<file path="src/include/rtcee_map.svh">
// Register map, field values and timing counts of the serial EEPROM read and
// protected-block unlock logic. Assumes a 250 MHz core clock.
//
// Functional notes
// - pointer holds last accessed byte plus one for current-address reads.
// - on read control byte, acknowledge then shift out one byte at pointer.
// - master ends read with no-ack and Stop; device then releases data line.
// - one pointer serves clock/SRAM space and EEPROM space alike.
// - random read: pointer is loaded from the address byte before restart.
// - after a random read the pointer sits just past the byte delivered.
// - each master ack during a burst read sends the next sequential byte.
// - pointer advances at the end of every byte operation, wrapping at block tops and write-page ends.
// - acknowledged read of the top array byte wraps pointer to the bottom.
// - protected block is eight bytes in EEPROM space, first to last location.
// - address byte naming an undefined location is not acknowledged.
// - protected block reads need no unlock; only writes are gated.
// - unlock key location has no storage and always reads as zero.
// - protected write accepted only after first key then second key.
// - any departure from the unlock order keeps block locked, write dropped.
// - block relocks after each write operation; new write needs new keys.
// - a protected write may cover only part of the eight bytes.
// - node-address variant holds six address bytes in upper six locations.
// - EEPROM control bytes are not acknowledged during an internal write.
// - internal write cycle starts only on the Stop after data bytes.
// - during EEPROM write only low three pointer bits advance per byte.
`ifndef RTCEE_MAP_SVH
`define RTCEE_MAP_SVH

`define RTCEE_CTRL_EE      7'h57
`define RTCEE_CTRL_RTC     7'h6F
`define RTCEE_EE_TOP       8'h7F
`define RTCEE_EE_BOT       8'h00
`define RTCEE_PROT_LO      8'hF0
`define RTCEE_PROT_HI      8'hF7
`define RTCEE_STATUS_ADDR  8'hFF
`define RTCEE_RTC_TOP0     8'h1F
`define RTCEE_RTC_BOT0     8'h00
`define RTCEE_RTC_BOT1     8'h20
`define RTCEE_RTC_TOP1     8'h5F
`define RTCEE_KEY_ADDR_DEF 8'h1E
`define RTCEE_KEY_FIRST    8'h55
`define RTCEE_KEY_SECOND   8'hAA
`define RTCEE_ERASED       8'hFF
`define RTCEE_ZERO_BYTE    8'h00
`define RTCEE_CLK_NS       4
`define RTCEE_TWC_NS       5000000

`endif

</file>
<file path="src/include/rtcee_pkg.sv">
// Types shared by the EEPROM read and protected unlock logic.
// Assumes rtcee_map.svh supplies all numeric values.
package rtcee_pkg;

  typedef enum logic [2:0] {
    BUS_IDLE,
    BUS_RX,
    BUS_ACK,
    BUS_TX,
    BUS_MACK
  } rtcee_bus_e;

  typedef enum logic [1:0] {
    RX_CTRL,
    RX_ADDR,
    RX_DATA
  } rtcee_rx_e;

  typedef enum logic [1:0] {
    LK_LOCKED,
    LK_KEY1,
    LK_OPEN
  } rtcee_lock_e;

endpackage

</file>
<file path="src/hdl/rtcee_top.sv">
// Serial-bus slave for user EEPROM reads/writes and the protected block with
// its two-key unlock. Assumes pins are open-drain, resolved by the bench.
`timescale 1ns/1ps
`include "rtcee_map.svh"

module rtcee_top #(
  parameter logic [7:0]  KEY_ADDR    = `RTCEE_KEY_ADDR_DEF,
  parameter int          WRITE_CYCLES = `RTCEE_TWC_NS / `RTCEE_CLK_NS,
  // factory content of the protected block, first byte in the top bits;
  // the value is arbitrary
  parameter logic [63:0] PROT_INIT   = 64'hFFFF_0200_0000_0001
) (
  input  wire logic core_clk,       // core clock, 250 MHz
  input  wire logic rst_n,          // synchronous reset, active low
  input  wire logic scl_i,          // serial clock pin
  input  wire logic sda_i,          // serial data pin level
  output logic      sda_o,          // data drive value, always low
  output logic      sda_oe,         // data drive enable, high pulls low
  output logic      wr_busy,        // internal write cycle running
  output logic      prot_unlocked   // protected block open for writes
);

  // ----------------------------------------------------------------
  // elaboration checks
  // ----------------------------------------------------------------
  if (WRITE_CYCLES < 1) begin : g_chk_wc
    $error("WRITE_CYCLES must be at least one");
  end
  if (KEY_ADDR > `RTCEE_RTC_TOP1) begin : g_chk_key
    $error("KEY_ADDR must lie in the clock/SRAM space");
  end

  // ----------------------------------------------------------------
  // declarations
  // ----------------------------------------------------------------
  logic                 sda_s;
  logic                 scl_rise;
  logic                 scl_fall;
  logic                 start_det;
  logic                 stop_det;
  rtcee_pkg::rtcee_bus_e  state_q;
  rtcee_pkg::rtcee_rx_e   phase_q;
  rtcee_pkg::rtcee_lock_e lock_q;
  logic [2:0]           bit_q;
  logic [7:0]           shf_q;
  logic                 rd_q;
  logic                 ee_q;
  logic                 ack_q;
  logic                 ack_due_q;
  logic [7:0]           ptr_q;
  logic [7:0]           mem_q [0:127];
  logic [7:0]           prot_q [0:7];
  logic [7:0]           pbuf_q [0:7];
  logic [7:0]           pmask_q;
  logic [4:0]           pbase_q;
  logic                 pprot_q;
  logic                 prot_wr_q;
  logic                 busy_q;
  logic [31:0]          busy_cnt_q;
  logic                 sda_oe_q;
  logic                 sda_o_q;
  logic                 prot_open_q;
  logic                 byte_done;
  logic [7:0]           rx_byte;
  logic                 ctrl_ok;
  logic                 addr_ok;
  logic                 in_array;
  logic                 in_prot;
  logic [7:0]           rd_byte;
  logic [7:0]           ptr_rd_nxt;
  logic [7:0]           ptr_wr_nxt;
  logic                 commit;

  rtcee_line_sync u_sync (
    .core_clk  (core_clk),
    .rst_n     (rst_n),
    .scl_i     (scl_i),
    .sda_i     (sda_i),
    .sda_s     (sda_s),
    .scl_rise  (scl_rise),
    .scl_fall  (scl_fall),
    .start_det (start_det),
    .stop_det  (stop_det)
  );

  // ----------------------------------------------------------------
  // decode
  // ----------------------------------------------------------------
  assign byte_done = (state_q == rtcee_pkg::BUS_RX) && scl_rise && (bit_q == 3'h7);
  assign rx_byte   = {shf_q[6:0], sda_s};
  assign in_array  = (ptr_q <= `RTCEE_EE_TOP);
  assign in_prot   = (ptr_q >= `RTCEE_PROT_LO) && (ptr_q <= `RTCEE_PROT_HI);
  assign commit    = stop_det && (pmask_q != 8'h00);

  // EEPROM control bytes refused while a write cycle runs
  always_comb begin
    ctrl_ok = 1'b0;
    if (rx_byte[7:1] == `RTCEE_CTRL_RTC) begin
      ctrl_ok = 1'b1;
    end else if (rx_byte[7:1] == `RTCEE_CTRL_EE) begin
      ctrl_ok = !busy_q;
    end
  end

  // undefined locations are not acknowledged
  always_comb begin
    if (ee_q) begin
      addr_ok = (rx_byte <= `RTCEE_EE_TOP) || (rx_byte == `RTCEE_STATUS_ADDR) ||
                ((rx_byte >= `RTCEE_PROT_LO) && (rx_byte <= `RTCEE_PROT_HI));
    end else begin
      addr_ok = (rx_byte <= `RTCEE_RTC_TOP1);
    end
  end

  // read data; key location and unmodelled clock/SRAM space read as zero
  always_comb begin
    rd_byte = `RTCEE_ZERO_BYTE;
    if (ee_q && in_array) begin
      rd_byte = mem_q[ptr_q[6:0]];
    end else if (ee_q && in_prot) begin
      rd_byte = prot_q[ptr_q[2:0]];
    end
  end

  // pointer after a read byte, with block rollover
  always_comb begin
    ptr_rd_nxt = ptr_q + 8'h01;
    if (ee_q && (ptr_q == `RTCEE_EE_TOP)) begin
      ptr_rd_nxt = `RTCEE_EE_BOT;
    end else if (ee_q && (ptr_q == `RTCEE_PROT_HI)) begin
      ptr_rd_nxt = `RTCEE_PROT_LO;
    end else if (!ee_q && (ptr_q == `RTCEE_RTC_TOP0)) begin
      ptr_rd_nxt = `RTCEE_RTC_BOT0;
    end else if (!ee_q && (ptr_q == `RTCEE_RTC_TOP1)) begin
      ptr_rd_nxt = `RTCEE_RTC_BOT1;
    end
  end

  // pointer after a written byte
  always_comb begin
    ptr_wr_nxt = ptr_rd_nxt;
    if (ee_q) begin
      ptr_wr_nxt = {ptr_q[7:3], ptr_q[2:0] + 3'h1};
    end
  end

  // ----------------------------------------------------------------
  // bus state machine
  // ----------------------------------------------------------------
  always_ff @(posedge core_clk) begin
    if (!rst_n) begin
      state_q <= rtcee_pkg::BUS_IDLE;
      phase_q <= rtcee_pkg::RX_CTRL;
      bit_q   <= 3'h0;
      shf_q   <= 8'h00;
      rd_q    <= 1'b0;
      ee_q    <= 1'b0;
      ack_q   <= 1'b0;
      ack_due_q <= 1'b0;
      sda_oe_q <= 1'b0;
    end else if (start_det) begin
      state_q  <= rtcee_pkg::BUS_RX;
      phase_q  <= rtcee_pkg::RX_CTRL;
      bit_q    <= 3'h0;
      ack_due_q <= 1'b0;
      sda_oe_q <= 1'b0;
    end else if (stop_det) begin
      state_q  <= rtcee_pkg::BUS_IDLE;
      ack_due_q <= 1'b0;
      sda_oe_q <= 1'b0;
    end else begin
      case (state_q)
        rtcee_pkg::BUS_RX: begin
          if (scl_rise) begin
            shf_q <= rx_byte;
            bit_q <= bit_q + 3'h1;
          end
          // the clock fall after a start must not pass for the ninth clock
          if (byte_done) begin
            ack_due_q <= 1'b1;
            case (phase_q)
              rtcee_pkg::RX_CTRL: begin
                ack_q <= ctrl_ok;
                rd_q  <= rx_byte[0];
                ee_q  <= (rx_byte[7:1] == `RTCEE_CTRL_EE);
              end
              rtcee_pkg::RX_ADDR: ack_q <= addr_ok;
              default:            ack_q <= 1'b1;
            endcase
          end else if (scl_fall && ack_due_q) begin
            state_q   <= rtcee_pkg::BUS_ACK;
            sda_oe_q  <= ack_q;
            ack_due_q <= 1'b0;
          end
        end
        rtcee_pkg::BUS_ACK: begin
          if (scl_fall) begin
            bit_q <= 3'h0;
            if (!ack_q) begin
              state_q  <= rtcee_pkg::BUS_IDLE;
              sda_oe_q <= 1'b0;
            end else if ((phase_q == rtcee_pkg::RX_CTRL) && rd_q) begin
              state_q  <= rtcee_pkg::BUS_TX;
              shf_q    <= rd_byte;
              sda_oe_q <= ~rd_byte[7];
            end else begin
              state_q  <= rtcee_pkg::BUS_RX;
              phase_q  <= (phase_q == rtcee_pkg::RX_CTRL) ? rtcee_pkg::RX_ADDR
                                                          : rtcee_pkg::RX_DATA;
              sda_oe_q <= 1'b0;
            end
          end
        end
        rtcee_pkg::BUS_TX: begin
          if (scl_fall) begin
            if (bit_q == 3'h7) begin
              state_q  <= rtcee_pkg::BUS_MACK;
              sda_oe_q <= 1'b0;
            end else begin
              bit_q    <= bit_q + 3'h1;
              shf_q    <= {shf_q[6:0], 1'b0};
              sda_oe_q <= ~shf_q[6];
            end
          end
        end
        rtcee_pkg::BUS_MACK: begin
          if (scl_rise) begin
            ack_q <= ~sda_s;
          end else if (scl_fall) begin
            bit_q <= 3'h0;
            if (ack_q) begin
              state_q  <= rtcee_pkg::BUS_TX;
              shf_q    <= rd_byte;
              sda_oe_q <= ~rd_byte[7];
            end else begin
              state_q <= rtcee_pkg::BUS_IDLE;
            end
          end
        end
        default: begin
          state_q  <= rtcee_pkg::BUS_IDLE;
          sda_oe_q <= 1'b0;
        end
      endcase
    end
  end

  // ----------------------------------------------------------------
  // shared address pointer
  // ----------------------------------------------------------------
  always_ff @(posedge core_clk) begin
    if (!rst_n) begin
      ptr_q <= 8'h00;
    end else if (byte_done && (phase_q == rtcee_pkg::RX_ADDR) && addr_ok) begin
      ptr_q <= rx_byte;
    end else if (byte_done && (phase_q == rtcee_pkg::RX_DATA)) begin
      ptr_q <= ptr_wr_nxt;
    end else if ((state_q == rtcee_pkg::BUS_MACK) && scl_rise && !start_det && !stop_det) begin
      ptr_q <= ptr_rd_nxt;
    end
  end

  // ----------------------------------------------------------------
  // unlock tracker
  // ----------------------------------------------------------------
  always_ff @(posedge core_clk) begin
    if (!rst_n) begin
      lock_q <= rtcee_pkg::LK_LOCKED;
    end else if (stop_det && prot_wr_q) begin
      lock_q <= rtcee_pkg::LK_LOCKED;
    end else if (byte_done && (phase_q == rtcee_pkg::RX_DATA)) begin
      if (!ee_q && (ptr_q == KEY_ADDR) && (rx_byte == `RTCEE_KEY_FIRST) &&
          (lock_q == rtcee_pkg::LK_LOCKED)) begin
        lock_q <= rtcee_pkg::LK_KEY1;
      end else if (!ee_q && (ptr_q == KEY_ADDR) && (rx_byte == `RTCEE_KEY_SECOND) &&
                   (lock_q == rtcee_pkg::LK_KEY1)) begin
        lock_q <= rtcee_pkg::LK_OPEN;
      end else if (!(ee_q && in_prot && (lock_q == rtcee_pkg::LK_OPEN))) begin
        lock_q <= rtcee_pkg::LK_LOCKED;
      end
    end
  end

  // protected data seen in this write operation
  always_ff @(posedge core_clk) begin
    if (!rst_n) begin
      prot_wr_q <= 1'b0;
    end else if (stop_det) begin
      prot_wr_q <= 1'b0;
    end else if (byte_done && (phase_q == rtcee_pkg::RX_DATA) && ee_q && in_prot) begin
      prot_wr_q <= 1'b1;
    end
  end

  // ----------------------------------------------------------------
  // page buffer, filled by data bytes, drained on Stop
  // ----------------------------------------------------------------
  always_ff @(posedge core_clk) begin
    if (!rst_n) begin
      pmask_q <= 8'h00;
      pbase_q <= 5'h00;
      pprot_q <= 1'b0;
    end else if (stop_det) begin
      pmask_q <= 8'h00;
    end else if (byte_done && (phase_q == rtcee_pkg::RX_DATA) && ee_q &&
                 (in_array || (in_prot && (lock_q == rtcee_pkg::LK_OPEN)))) begin
      pmask_q[ptr_q[2:0]] <= 1'b1;
      pbase_q             <= ptr_q[7:3];
      pprot_q             <= in_prot;
      pbuf_q[ptr_q[2:0]]  <= rx_byte;
    end
  end

  // ----------------------------------------------------------------
  // nonvolatile arrays; reset models the factory state
  // ----------------------------------------------------------------
  always_ff @(posedge core_clk) begin
    if (!rst_n) begin
      for (int i = 0; i < 128; i++) begin
        mem_q[i] <= `RTCEE_ERASED;
      end
      for (int j = 0; j < 8; j++) begin
        prot_q[j] <= PROT_INIT[63 - 8 * j -: 8];
      end
    end else if (commit) begin
      for (int k = 0; k < 8; k++) begin
        if (pmask_q[k] && pprot_q) begin
          prot_q[k] <= pbuf_q[k];
        end else if (pmask_q[k]) begin
          mem_q[{pbase_q[3:0], k[2:0]}] <= pbuf_q[k];
        end
      end
    end
  end

  // ----------------------------------------------------------------
  // internal write cycle timer
  // ----------------------------------------------------------------
  always_ff @(posedge core_clk) begin
    if (!rst_n) begin
      busy_q     <= 1'b0;
      busy_cnt_q <= 32'h0000_0000;
    end else if (commit) begin
      busy_q     <= 1'b1;
      busy_cnt_q <= 32'(WRITE_CYCLES - 1);
    end else if (busy_q && (busy_cnt_q == 32'h0000_0000)) begin
      busy_q <= 1'b0;
    end else if (busy_q) begin
      busy_cnt_q <= busy_cnt_q - 32'h0000_0001;
    end
  end

  // ----------------------------------------------------------------
  // outputs
  // ----------------------------------------------------------------
  always_ff @(posedge core_clk) begin
    if (!rst_n) begin
      sda_o_q     <= 1'b0;
      prot_open_q <= 1'b0;
    end else begin
      sda_o_q     <= 1'b0;
      prot_open_q <= (lock_q == rtcee_pkg::LK_OPEN);
    end
  end

  assign sda_o         = sda_o_q;
  assign sda_oe        = sda_oe_q;
  assign wr_busy       = busy_q;
  assign prot_unlocked = prot_open_q;

endmodule

</file>
<file path="src/hdl/rtcee_line_sync.sv">
// Two-stage synchroniser for the serial clock and data pins, with edge,
// Start and Stop detection. Assumes pins are asynchronous to core_clk.
`timescale 1ns/1ps

module rtcee_line_sync (
  input  wire logic core_clk,   // core clock
  input  wire logic rst_n,      // synchronous reset, active low
  input  wire logic scl_i,      // serial clock pin
  input  wire logic sda_i,      // serial data pin level
  output logic      sda_s,      // synchronised data level
  output logic      scl_rise,   // serial clock rising edge pulse
  output logic      scl_fall,   // serial clock falling edge pulse
  output logic      start_det,  // start or repeated start pulse
  output logic      stop_det    // stop pulse
);

  logic [1:0] scl_m_q;
  logic [1:0] sda_m_q;
  logic [2:0] scl_q;
  logic [2:0] sda_q;

  // --------------------------------------------------------------
  // synchroniser stages
  // --------------------------------------------------------------
  always_ff @(posedge core_clk) begin
    if (!rst_n) begin
      scl_m_q <= 2'h3;
      sda_m_q <= 2'h3;
    end else begin
      scl_m_q <= {scl_m_q[0], scl_i};
      sda_m_q <= {sda_m_q[0], sda_i};
    end
  end

  // history beyond the second stage for edge detection
  always_ff @(posedge core_clk) begin
    if (!rst_n) begin
      scl_q <= 3'h7;
      sda_q <= 3'h7;
    end else begin
      scl_q <= {scl_q[1:0], scl_m_q[1]};
      sda_q <= {sda_q[1:0], sda_m_q[1]};
    end
  end

  assign sda_s     = sda_q[0];
  assign scl_rise  = scl_q[0] & ~scl_q[1];
  assign scl_fall  = ~scl_q[0] & scl_q[1];
  assign start_det = scl_q[0] & scl_q[1] & ~sda_q[0] & sda_q[1];
  assign stop_det  = scl_q[0] & scl_q[1] & sda_q[0] & ~sda_q[1];

endmodule

</file>
<file path="config.mk">
export PLATFORM = sky130hd
export DESIGN_NAME = rtcee_top
export DESIGN_NICKNAME = d
export VERILOG_FILES = /design/src/include/rtcee_pkg.sv /design/src/hdl/rtcee_top.sv /design/src/hdl/rtcee_line_sync.sv
export VERILOG_INCLUDE_DIRS = /design/src /design/src/include
export SDC_FILE = /design/constraint.sdc
export NUM_CORES = 2
export LEC_CHECK = 0
export ABC_AREA = 0
export BUFFER_PORTS_ARGS = -buffer_cell sky130_fd_sc_hd__buf_2
export CAP_MARGIN = 20
export CORE_ASPECT_RATIO = 0.8
export CORE_MARGIN = 5
export CORE_UTILIZATION = 45
export CTS_BUF_LIST = sky130_fd_sc_hd__clkbuf_2
export CTS_CLUSTER_DIAMETER = 100
export DETAILED_ROUTE_END_ITERATION = 6
export HOLD_SLACK_MARGIN = 0.05
export PLACE_DENSITY = 0.68
export SETUP_SLACK_MARGIN = 0.3
export SLEW_MARGIN = 40
export SYNTH_ARGS = -nofsm -noshare
export SYNTH_HDL_FRONTEND = slang
export SYNTH_SLANG_ARGS = --single-unit
</file>
<file path="constraint.sdc">
create_clock -name core_clk -period 3.4 [get_ports core_clk]
set_input_delay 0.34 -clock core_clk [delete_from_list [all_inputs] [get_ports core_clk]]
set_output_delay 0.34 -clock core_clk [all_outputs]
set_load 0.005 [all_outputs]
</file>
* After elaboration in Yosys (flattened, before gate mapping)
Memories as Yosys holds them, arrays and structs flattened. A register that Yosys moved wholly into a read port is not among the register bits.
Cells that the tools add are included.
** Word-level totals
- Output and inout port bits :: 4
- Register bits :: 86
- Input port bits :: 4
- RAM bits :: 1152
- Memories :: 3
** Operators by class
- Equality and inequality tests :: 43
- Reductions and logical operators :: 84
- Order comparisons :: 9
- Add/subtract/negate cells :: 4
- Bitwise operators :: 27
- Multiplexer cells :: 181
** Memories
- mem_q :: depth 128, bits a word 8, rd ports 1, clocked after memory_dff 0, write ports 128, RTL line rtcee_top.sv:51 : logic [7:0] mem_q [0:127];
- pbuf_q :: depth 8, bits a word 8, rd ports 8, clocked after memory_dff 0, write ports 1, RTL line rtcee_top.sv:53 : logic [7:0] pbuf_q [0:7];
- prot_q :: depth 8, bits a word 8, rd ports 1, clocked after memory_dff 1, write ports 8, RTL line rtcee_top.sv:52 : logic [7:0] prot_q [0:7];
** Operators by type and width (number)
- $mux 8 :: 26
- $mux 7 :: 17
- $mux 1 :: 107
- $reduce_or 8->1 :: 8
- $mux 21 :: 3
- $mux 3 :: 14
- $logic_and 1x1->1 :: 40
- $logic_not 32->1 :: 1
- $sub 32x1->32 const B :: 1
- $ne 2x2->1 const B :: 14
- $pmux 7 s4 :: 1
- $eq 8x7->1 const B :: 3
- $eq 8x8->1 const B :: 3
- $le 8x7->1 const B :: 3
- $ne 4x4->1 const B :: 6
- $pmux 3 s4 :: 2
- $reduce_and 7->1 :: 3
- $eq 8x5->1 const B :: 2
- $ge 8x8->1 const B :: 2
- $le 8x8->1 const B :: 2
- $reduce_and 5->1 :: 3
- $eq 7x7->1 const B :: 2
- $mux 2 :: 7
- $reduce_and 12->1 :: 1
- other kinds (30) :: 77

* Longest topological paths before layout
- Word-level depth :: 11
- Gate-level depth with buffers :: 10
- Depth with buffers taken out :: 8

* Cells and area by module
From an unflattened synthesis, not the netlist that was laid out.
** Second synthesis, totals
- Cells, all modules :: 3832
- Area, all modules :: 56173.9 µm²
** By module, submodules not included
- rtcee_top :: seq. area each 36214.7 µm², cells each 3812, area an instance 55931.1 µm², instances 1
- rtcee_line_sync :: seq. area each 160.2 µm², cells each 20, area an instance 242.7 µm², instances 1

* Worst setup path after synthesis
OpenSTA, ideal clock, no wires.
- Path kind :: register -> register
- From :: register u_sync.sda_q[0]
- To :: memory mem_q[106][0], enable pin
- Arrival :: 2233 ps
- Clock period less this slack :: 2617 ps
- Setup slack :: 783 ps
- Library setup time :: 384 ps
- Buffers on the path :: 2
- Cell stages (with the launch flop) :: 8
- Cell sequence :: dfxtp_1 nand4b_1 a21o_1 nor3_2 buf_2 nand2_1 clkbuf_1 o21ai_0
** RTL lines
- start, declared :: RTL line rtcee_line_sync.sv:20 : logic [2:0] sda_q;
- start signal, assigned :: RTL line rtcee_line_sync.sv:42 : sda_q <= {sda_q[1:0], sda_m_q[1]};
- end, declared :: RTL line rtcee_top.sv:51

* Worst setup path after layout
- From :: register ptr_q[2]
- To :: register sda_oe_q, in the netlist sda_oe
** Between the ends
- Word-level cells in the longest chain between the ends :: 10
- Elaborated cells between the ends (all ways) :: 17
** RTL lines
- start, declared :: RTL line rtcee_top.sv:50 : logic [7:0] ptr_q;
- start signal, assigned :: RTL line rtcee_top.sv:255 : ptr_q <= rx_byte;
- start signal, assigned :: RTL line rtcee_top.sv:257 : ptr_q <= ptr_wr_nxt;
- start signal, assigned :: RTL line rtcee_top.sv:259 : ptr_q <= ptr_rd_nxt;
- $ge 8x8->1 (no line) / $le 8x8->1 (equally long branches)
- $logic_and 1x1->1 :: RTL line rtcee_top.sv:92 : assign in_prot = (ptr_q >= `RTCEE_PROT_LO) && (ptr_q <= `RTCEE_PROT_HI);
- $logic_and 1x1->1 :: RTL line rtcee_top.sv:120 : end else if (ee_q && in_prot) begin
- $mux 8 :: RTL line rtcee_top.sv:120
- $mux 8 (*) :: RTL line rtcee_top.sv:118 : if (ee_q && in_array) begin
- $not 1->1 (*) :: RTL line rtcee_top.sv:205, rtcee_top.sv:234
- $mux 1 (on tied branches) :: RTL line rtcee_top.sv:231, rtcee_top.sv:202
- $mux 1 (on tied branches) :: RTL line rtcee_top.sv:229, rtcee_top.sv:199
- $mux 1 (on tied branches) :: RTL line rtcee_top.sv:227, rtcee_top.sv:197
- $pmux 1 s4 (*) :: RTL line rtcee_top.sv:172 : case (state_q)
- end signal, assigned :: RTL line rtcee_top.sv:192 : sda_oe_q <= ack_q;
- end signal, assigned :: RTL line rtcee_top.sv:222 : sda_oe_q <= ~shf_q[6];
- end signal, assigned :: RTL line rtcee_top.sv:234 : sda_oe_q <= ~rd_byte[7];
- end, declared :: RTL line rtcee_top.sv:60 : logic sda_oe_q;
Every way passes the cells marked *; elsewhere a longest branch is shown, timed or not. The select of a mux whose other input is x is not followed.
A chain may end at the register's enable or synchronous reset.

==> impl_metrics.tcl <==
set metrics [dict create \
    status "completed" \
    timing.final.hold_violations 0 \
    cts_buffer_depth 4 \
    grt_max_degree 123 \
    critPathLaunchType "flop" \
    synthCells 3897 \
    whs_path_depth 1 \
    cts_tree "built" \
    rrSetupSlack_ps 210 \
    clock.fmax_ghz 0.3131 \
    wl_per_cell_um 32.08 \
    synth_xor_xnor_area_share_pct 0.1704 \
    ys.flop_type "edfxtp_1" \
    chipHeight_um 327.1 \
    holdPathEnd "u_sync.scl_m_q[1]" \
    clkTransAtPathRegs_ps 120 \
    routed_via_density 6.256 \
    drv_cap 0 \
    rr_endpoint "sda_oe" \
    r2r_start "ptr_q[2]" \
    period_minus_slack_ps 3194 \
    netlist.area_leader.share_pct 61.17 \
    finalCritPeriodShare_pct 93.93 \
    min_from "u_sync.scl_m_q[0]" \
    synth_common_cells "1152 x edfxtp_1, 686 x or2_2, 343 x or3_1" \
    synth-compound-area-share_pct 3.692 \
    grt_use_met3_pct 9.621 \
    cts_sinks 1241 \
    fp.dieW_um 406.4 \
    syn-cell-area_mm2 0.05655 \
    grt_usage_pct 29.32 \
    gr-max-usage-layer "met1" \
    yosysTopAreaCell "edfxtp_1" \
    die_area_mm2 0.1329 \
    wl_mm 196.5 \
    area_growth_pct 11.17 \
    io_pins 8 \
    core-area_mm2 0.1250 \
    ant_nets 0 \
    syn_avg_cell_area_um2 14.51 \
    numCtsBuffers 313 \
    worstPathArrival_ps 4680 \
    synthSimpleGateAreaFrac_pct 17.06 \
    ir_drop_uv 278.2 \
    synth_fa_ha_area_share_pct 0.1106 \
    final_net_count 4235 \
    synth.most_common_cell "edfxtp_1" \
    cp_data_required_time_ps 4880 \
    fill_cells 10660 \
    leakage_nw 20.51 \
    rsz0062_at_grt "false" \
    drc 0 \
    grt_pass1_vias 36820 \
    cts-root-buf "clkbuf_2" \
    dpl_worst_slack_ps -88.11 \
    path_class "reg -> reg" \
    finalWorstSetupSlack_ps 206.4 \
    multiInputGateArea_mm2 0.01889 \
    drtPass1Iterations 6 \
    finalSetupViolCount 0 \
    fin_worst_skew_ps 130.2 \
    yosys.cell_types.count 87 \
    hold_path_class "reg -> reg" \
    drtIter0Drc 7169 \
    met2_usage_pct 40.78 \
    yosys_warnings 0 \
    syn_nets 3906 \
    max-slew-margin-rel_pct 23.11 \
    h-tree-depth 5 \
    gr-total-overflow 0 \
    ys_ff_latch 1241 \
    synthMuxAreaShare_pct 12.20 \
    drv_slew 0 \
    drive_gt1_share_pct 40.09 \
    synth_seq_area_share_pct 64.32 \
    grt_pass1_wl_mm 273.5 \
    cts_setup_buffers 0 \
    num_rows 116 \
    powerDensity_mw_per_mm2 453.3 \
    final_util_pct 50.31 \
    synth-async-reset-ratio_pct 0 \
    dpl.hpwl_mm 127.4 \
    gp_routability_congestion 0.9830 \
    placed_cells 5554 \
    clock_latency_ps 1720 \
    ff2ff_path_depth 8 \
    cp-end-kind "flop" \
    grt.met1_usage_pct 42.23 \
    synth_top_family_by_area "simple AND/OR/NAND/NOR gates" \
    synth_edf_count 1152 \
    portBuffers 6 \
    tightest_slew_ps 1153 \
    worstPathMaxFanout 32 \
    yosys-top-cells-area "edfxtp_1 61%, mux4_2 11%, or2_2 7.6%, or3_1 3.8%, dfxtp_1 3.2%" \
    initial_core_util_pct 45.26 \
    antenna_found_initial 47 \
    final_cells 6125 \
    vias 38320 \
    setup_tns_ps 0 \
    regArea_mm2 0.03639 \
]
[state kept, by name, indices dropped and copies added (netlist names), 3 cells and up, named ones only]
name        flops
pbase_q         4
bit_q           3
ptr_q           8
prot_q         64
pmask_q         8
mem_q        1024
busy_cnt_q     32
shf_q           7
pbuf_q         64
state_q         3
[cell families (layout without fill, tap and decap cells)]
group	count (synthesis)	after routing
multiplexers	351	351
flip-flops	1241	1241
AO/OA/AOI/OAI	314	314
adder cells (fa/ha/maj)	5	5
XOR/XNOR	11	11
AND/OR/NAND/NOR	1668	1668
buffers and inverters	306	847
other	1	36
[area by class of cell]
cell class	count	share of cell area, %
diodes	35	0.1393
clock buffers	444	3.535
clock inverters	83	0.6846
inverters	10	0.05971
multi-input cells	2350	30.04
flip-flops and latches	1241	57.88
well taps	1652	3.288
repair buffers	310	4.372
[worst max-delay path by stage]
| stage | from | end | slack [ps] | depth (start not counted) |
|---|---|---|---|---|
| after global routing | ptr_q[2] | sda_oe | 300 | 8 |
| after CTS | u_sync.scl_q[1] | mem_q[82][5] | 310 | 7 |
| after floorplan | u_sync.sda_q[0] | mem_q[106][0] | 780 | 7 |
| final | ptr_q[2] | sda_oe | 210 | 8 |
| after global placement | ptr_q[3] | shf_q[6] | -120 | 8 |
| after detailed placement | ptr_q[3] | shf_q[6] | -90 | 8 |
[stage by stage]
| step | power (mW) | instance area, µm² | hold slack (ps) |
|---|---|---|---|
| 2_1_floorplan | 18.20 | 56550 | 386.3 |
| 3_3_place_gp | 18.66 | 59780 | 398.4 |
| 3_5_place_dp | 18.68 | 59950 | 393.3 |
| 4_1_cts | 28.55 | 62700 | 304.8 |
| 5_1_grt | 29.45 | 62800 | 446.7 |
| 6_report | 28.50 | 62870 | 423.7 |
[placed cells by master, fill, tap and decap left out, drive strengths merged, types with 8 or more instances in the layout]
master | Yosys | routed
edfxtp | 1152 | 1152
or2 | 730 | 730
clkbuf | 216 | 445
or3 | 343 | 343
buf | 80 | 301
nand2 | 274 | 274
mux4 | 270 | 270
dfxtp | 89 | 89
o21ai | 85 | 85
clkinv | 1 | 75
mux2i | 74 | 74
nor2 | 74 | 74
and2 | 67 | 67
a21oi | 58 | 58
a22oi | 49 | 49
nand3 | 44 | 44
diode | 0 | 35
nand2b | 29 | 29
nor3 | 21 | 21
nor2b | 19 | 19
nor4 | 16 | 16
inv | 9 | 14
nand4 | 13 | 13
a31oi | 12 | 12
a221oi | 12 | 12
a21o | 11 | 11
and3 | 10 | 10
o22ai | 10 | 10
dlygate4sd3 | 0 | 8
[per-layer routing]
layer  part of all wire (%)  up-vias
met2                     42     3291
met3                     16      492
met4                    4.5        2
li1                       -    15560
met1                     38    18970
met5                 0.0066        -
[report_power, final]
part / switching (mW) / internal [mW]
Clock: 6.35 / 3.78
Combinational: 0.562 / 0.312
Sequential: 0.253 / 17.2
[worst max-delay path, stage by stage, from the launching register on]
cell and delay [ps]:
dfxtp_4 520, buf_12 280, nor2b_1 240, buf_4 250, a221oi_1 150, o221ai_1 380
a32oi_1 180, nor4_2 710, o32ai_2 220
[what timing repair did]
item | 4_1_cts | 5_1_grt
cloned | 0 | 1
endpoints found under the setup margin | 46 | 88
gates resized for setup | 8 | 10
pin swaps | 0 | 1
endpoints found under the hold margin | 2319 | 0
hold buffers | 8 | 0
(Power assumes the default switching activity.)
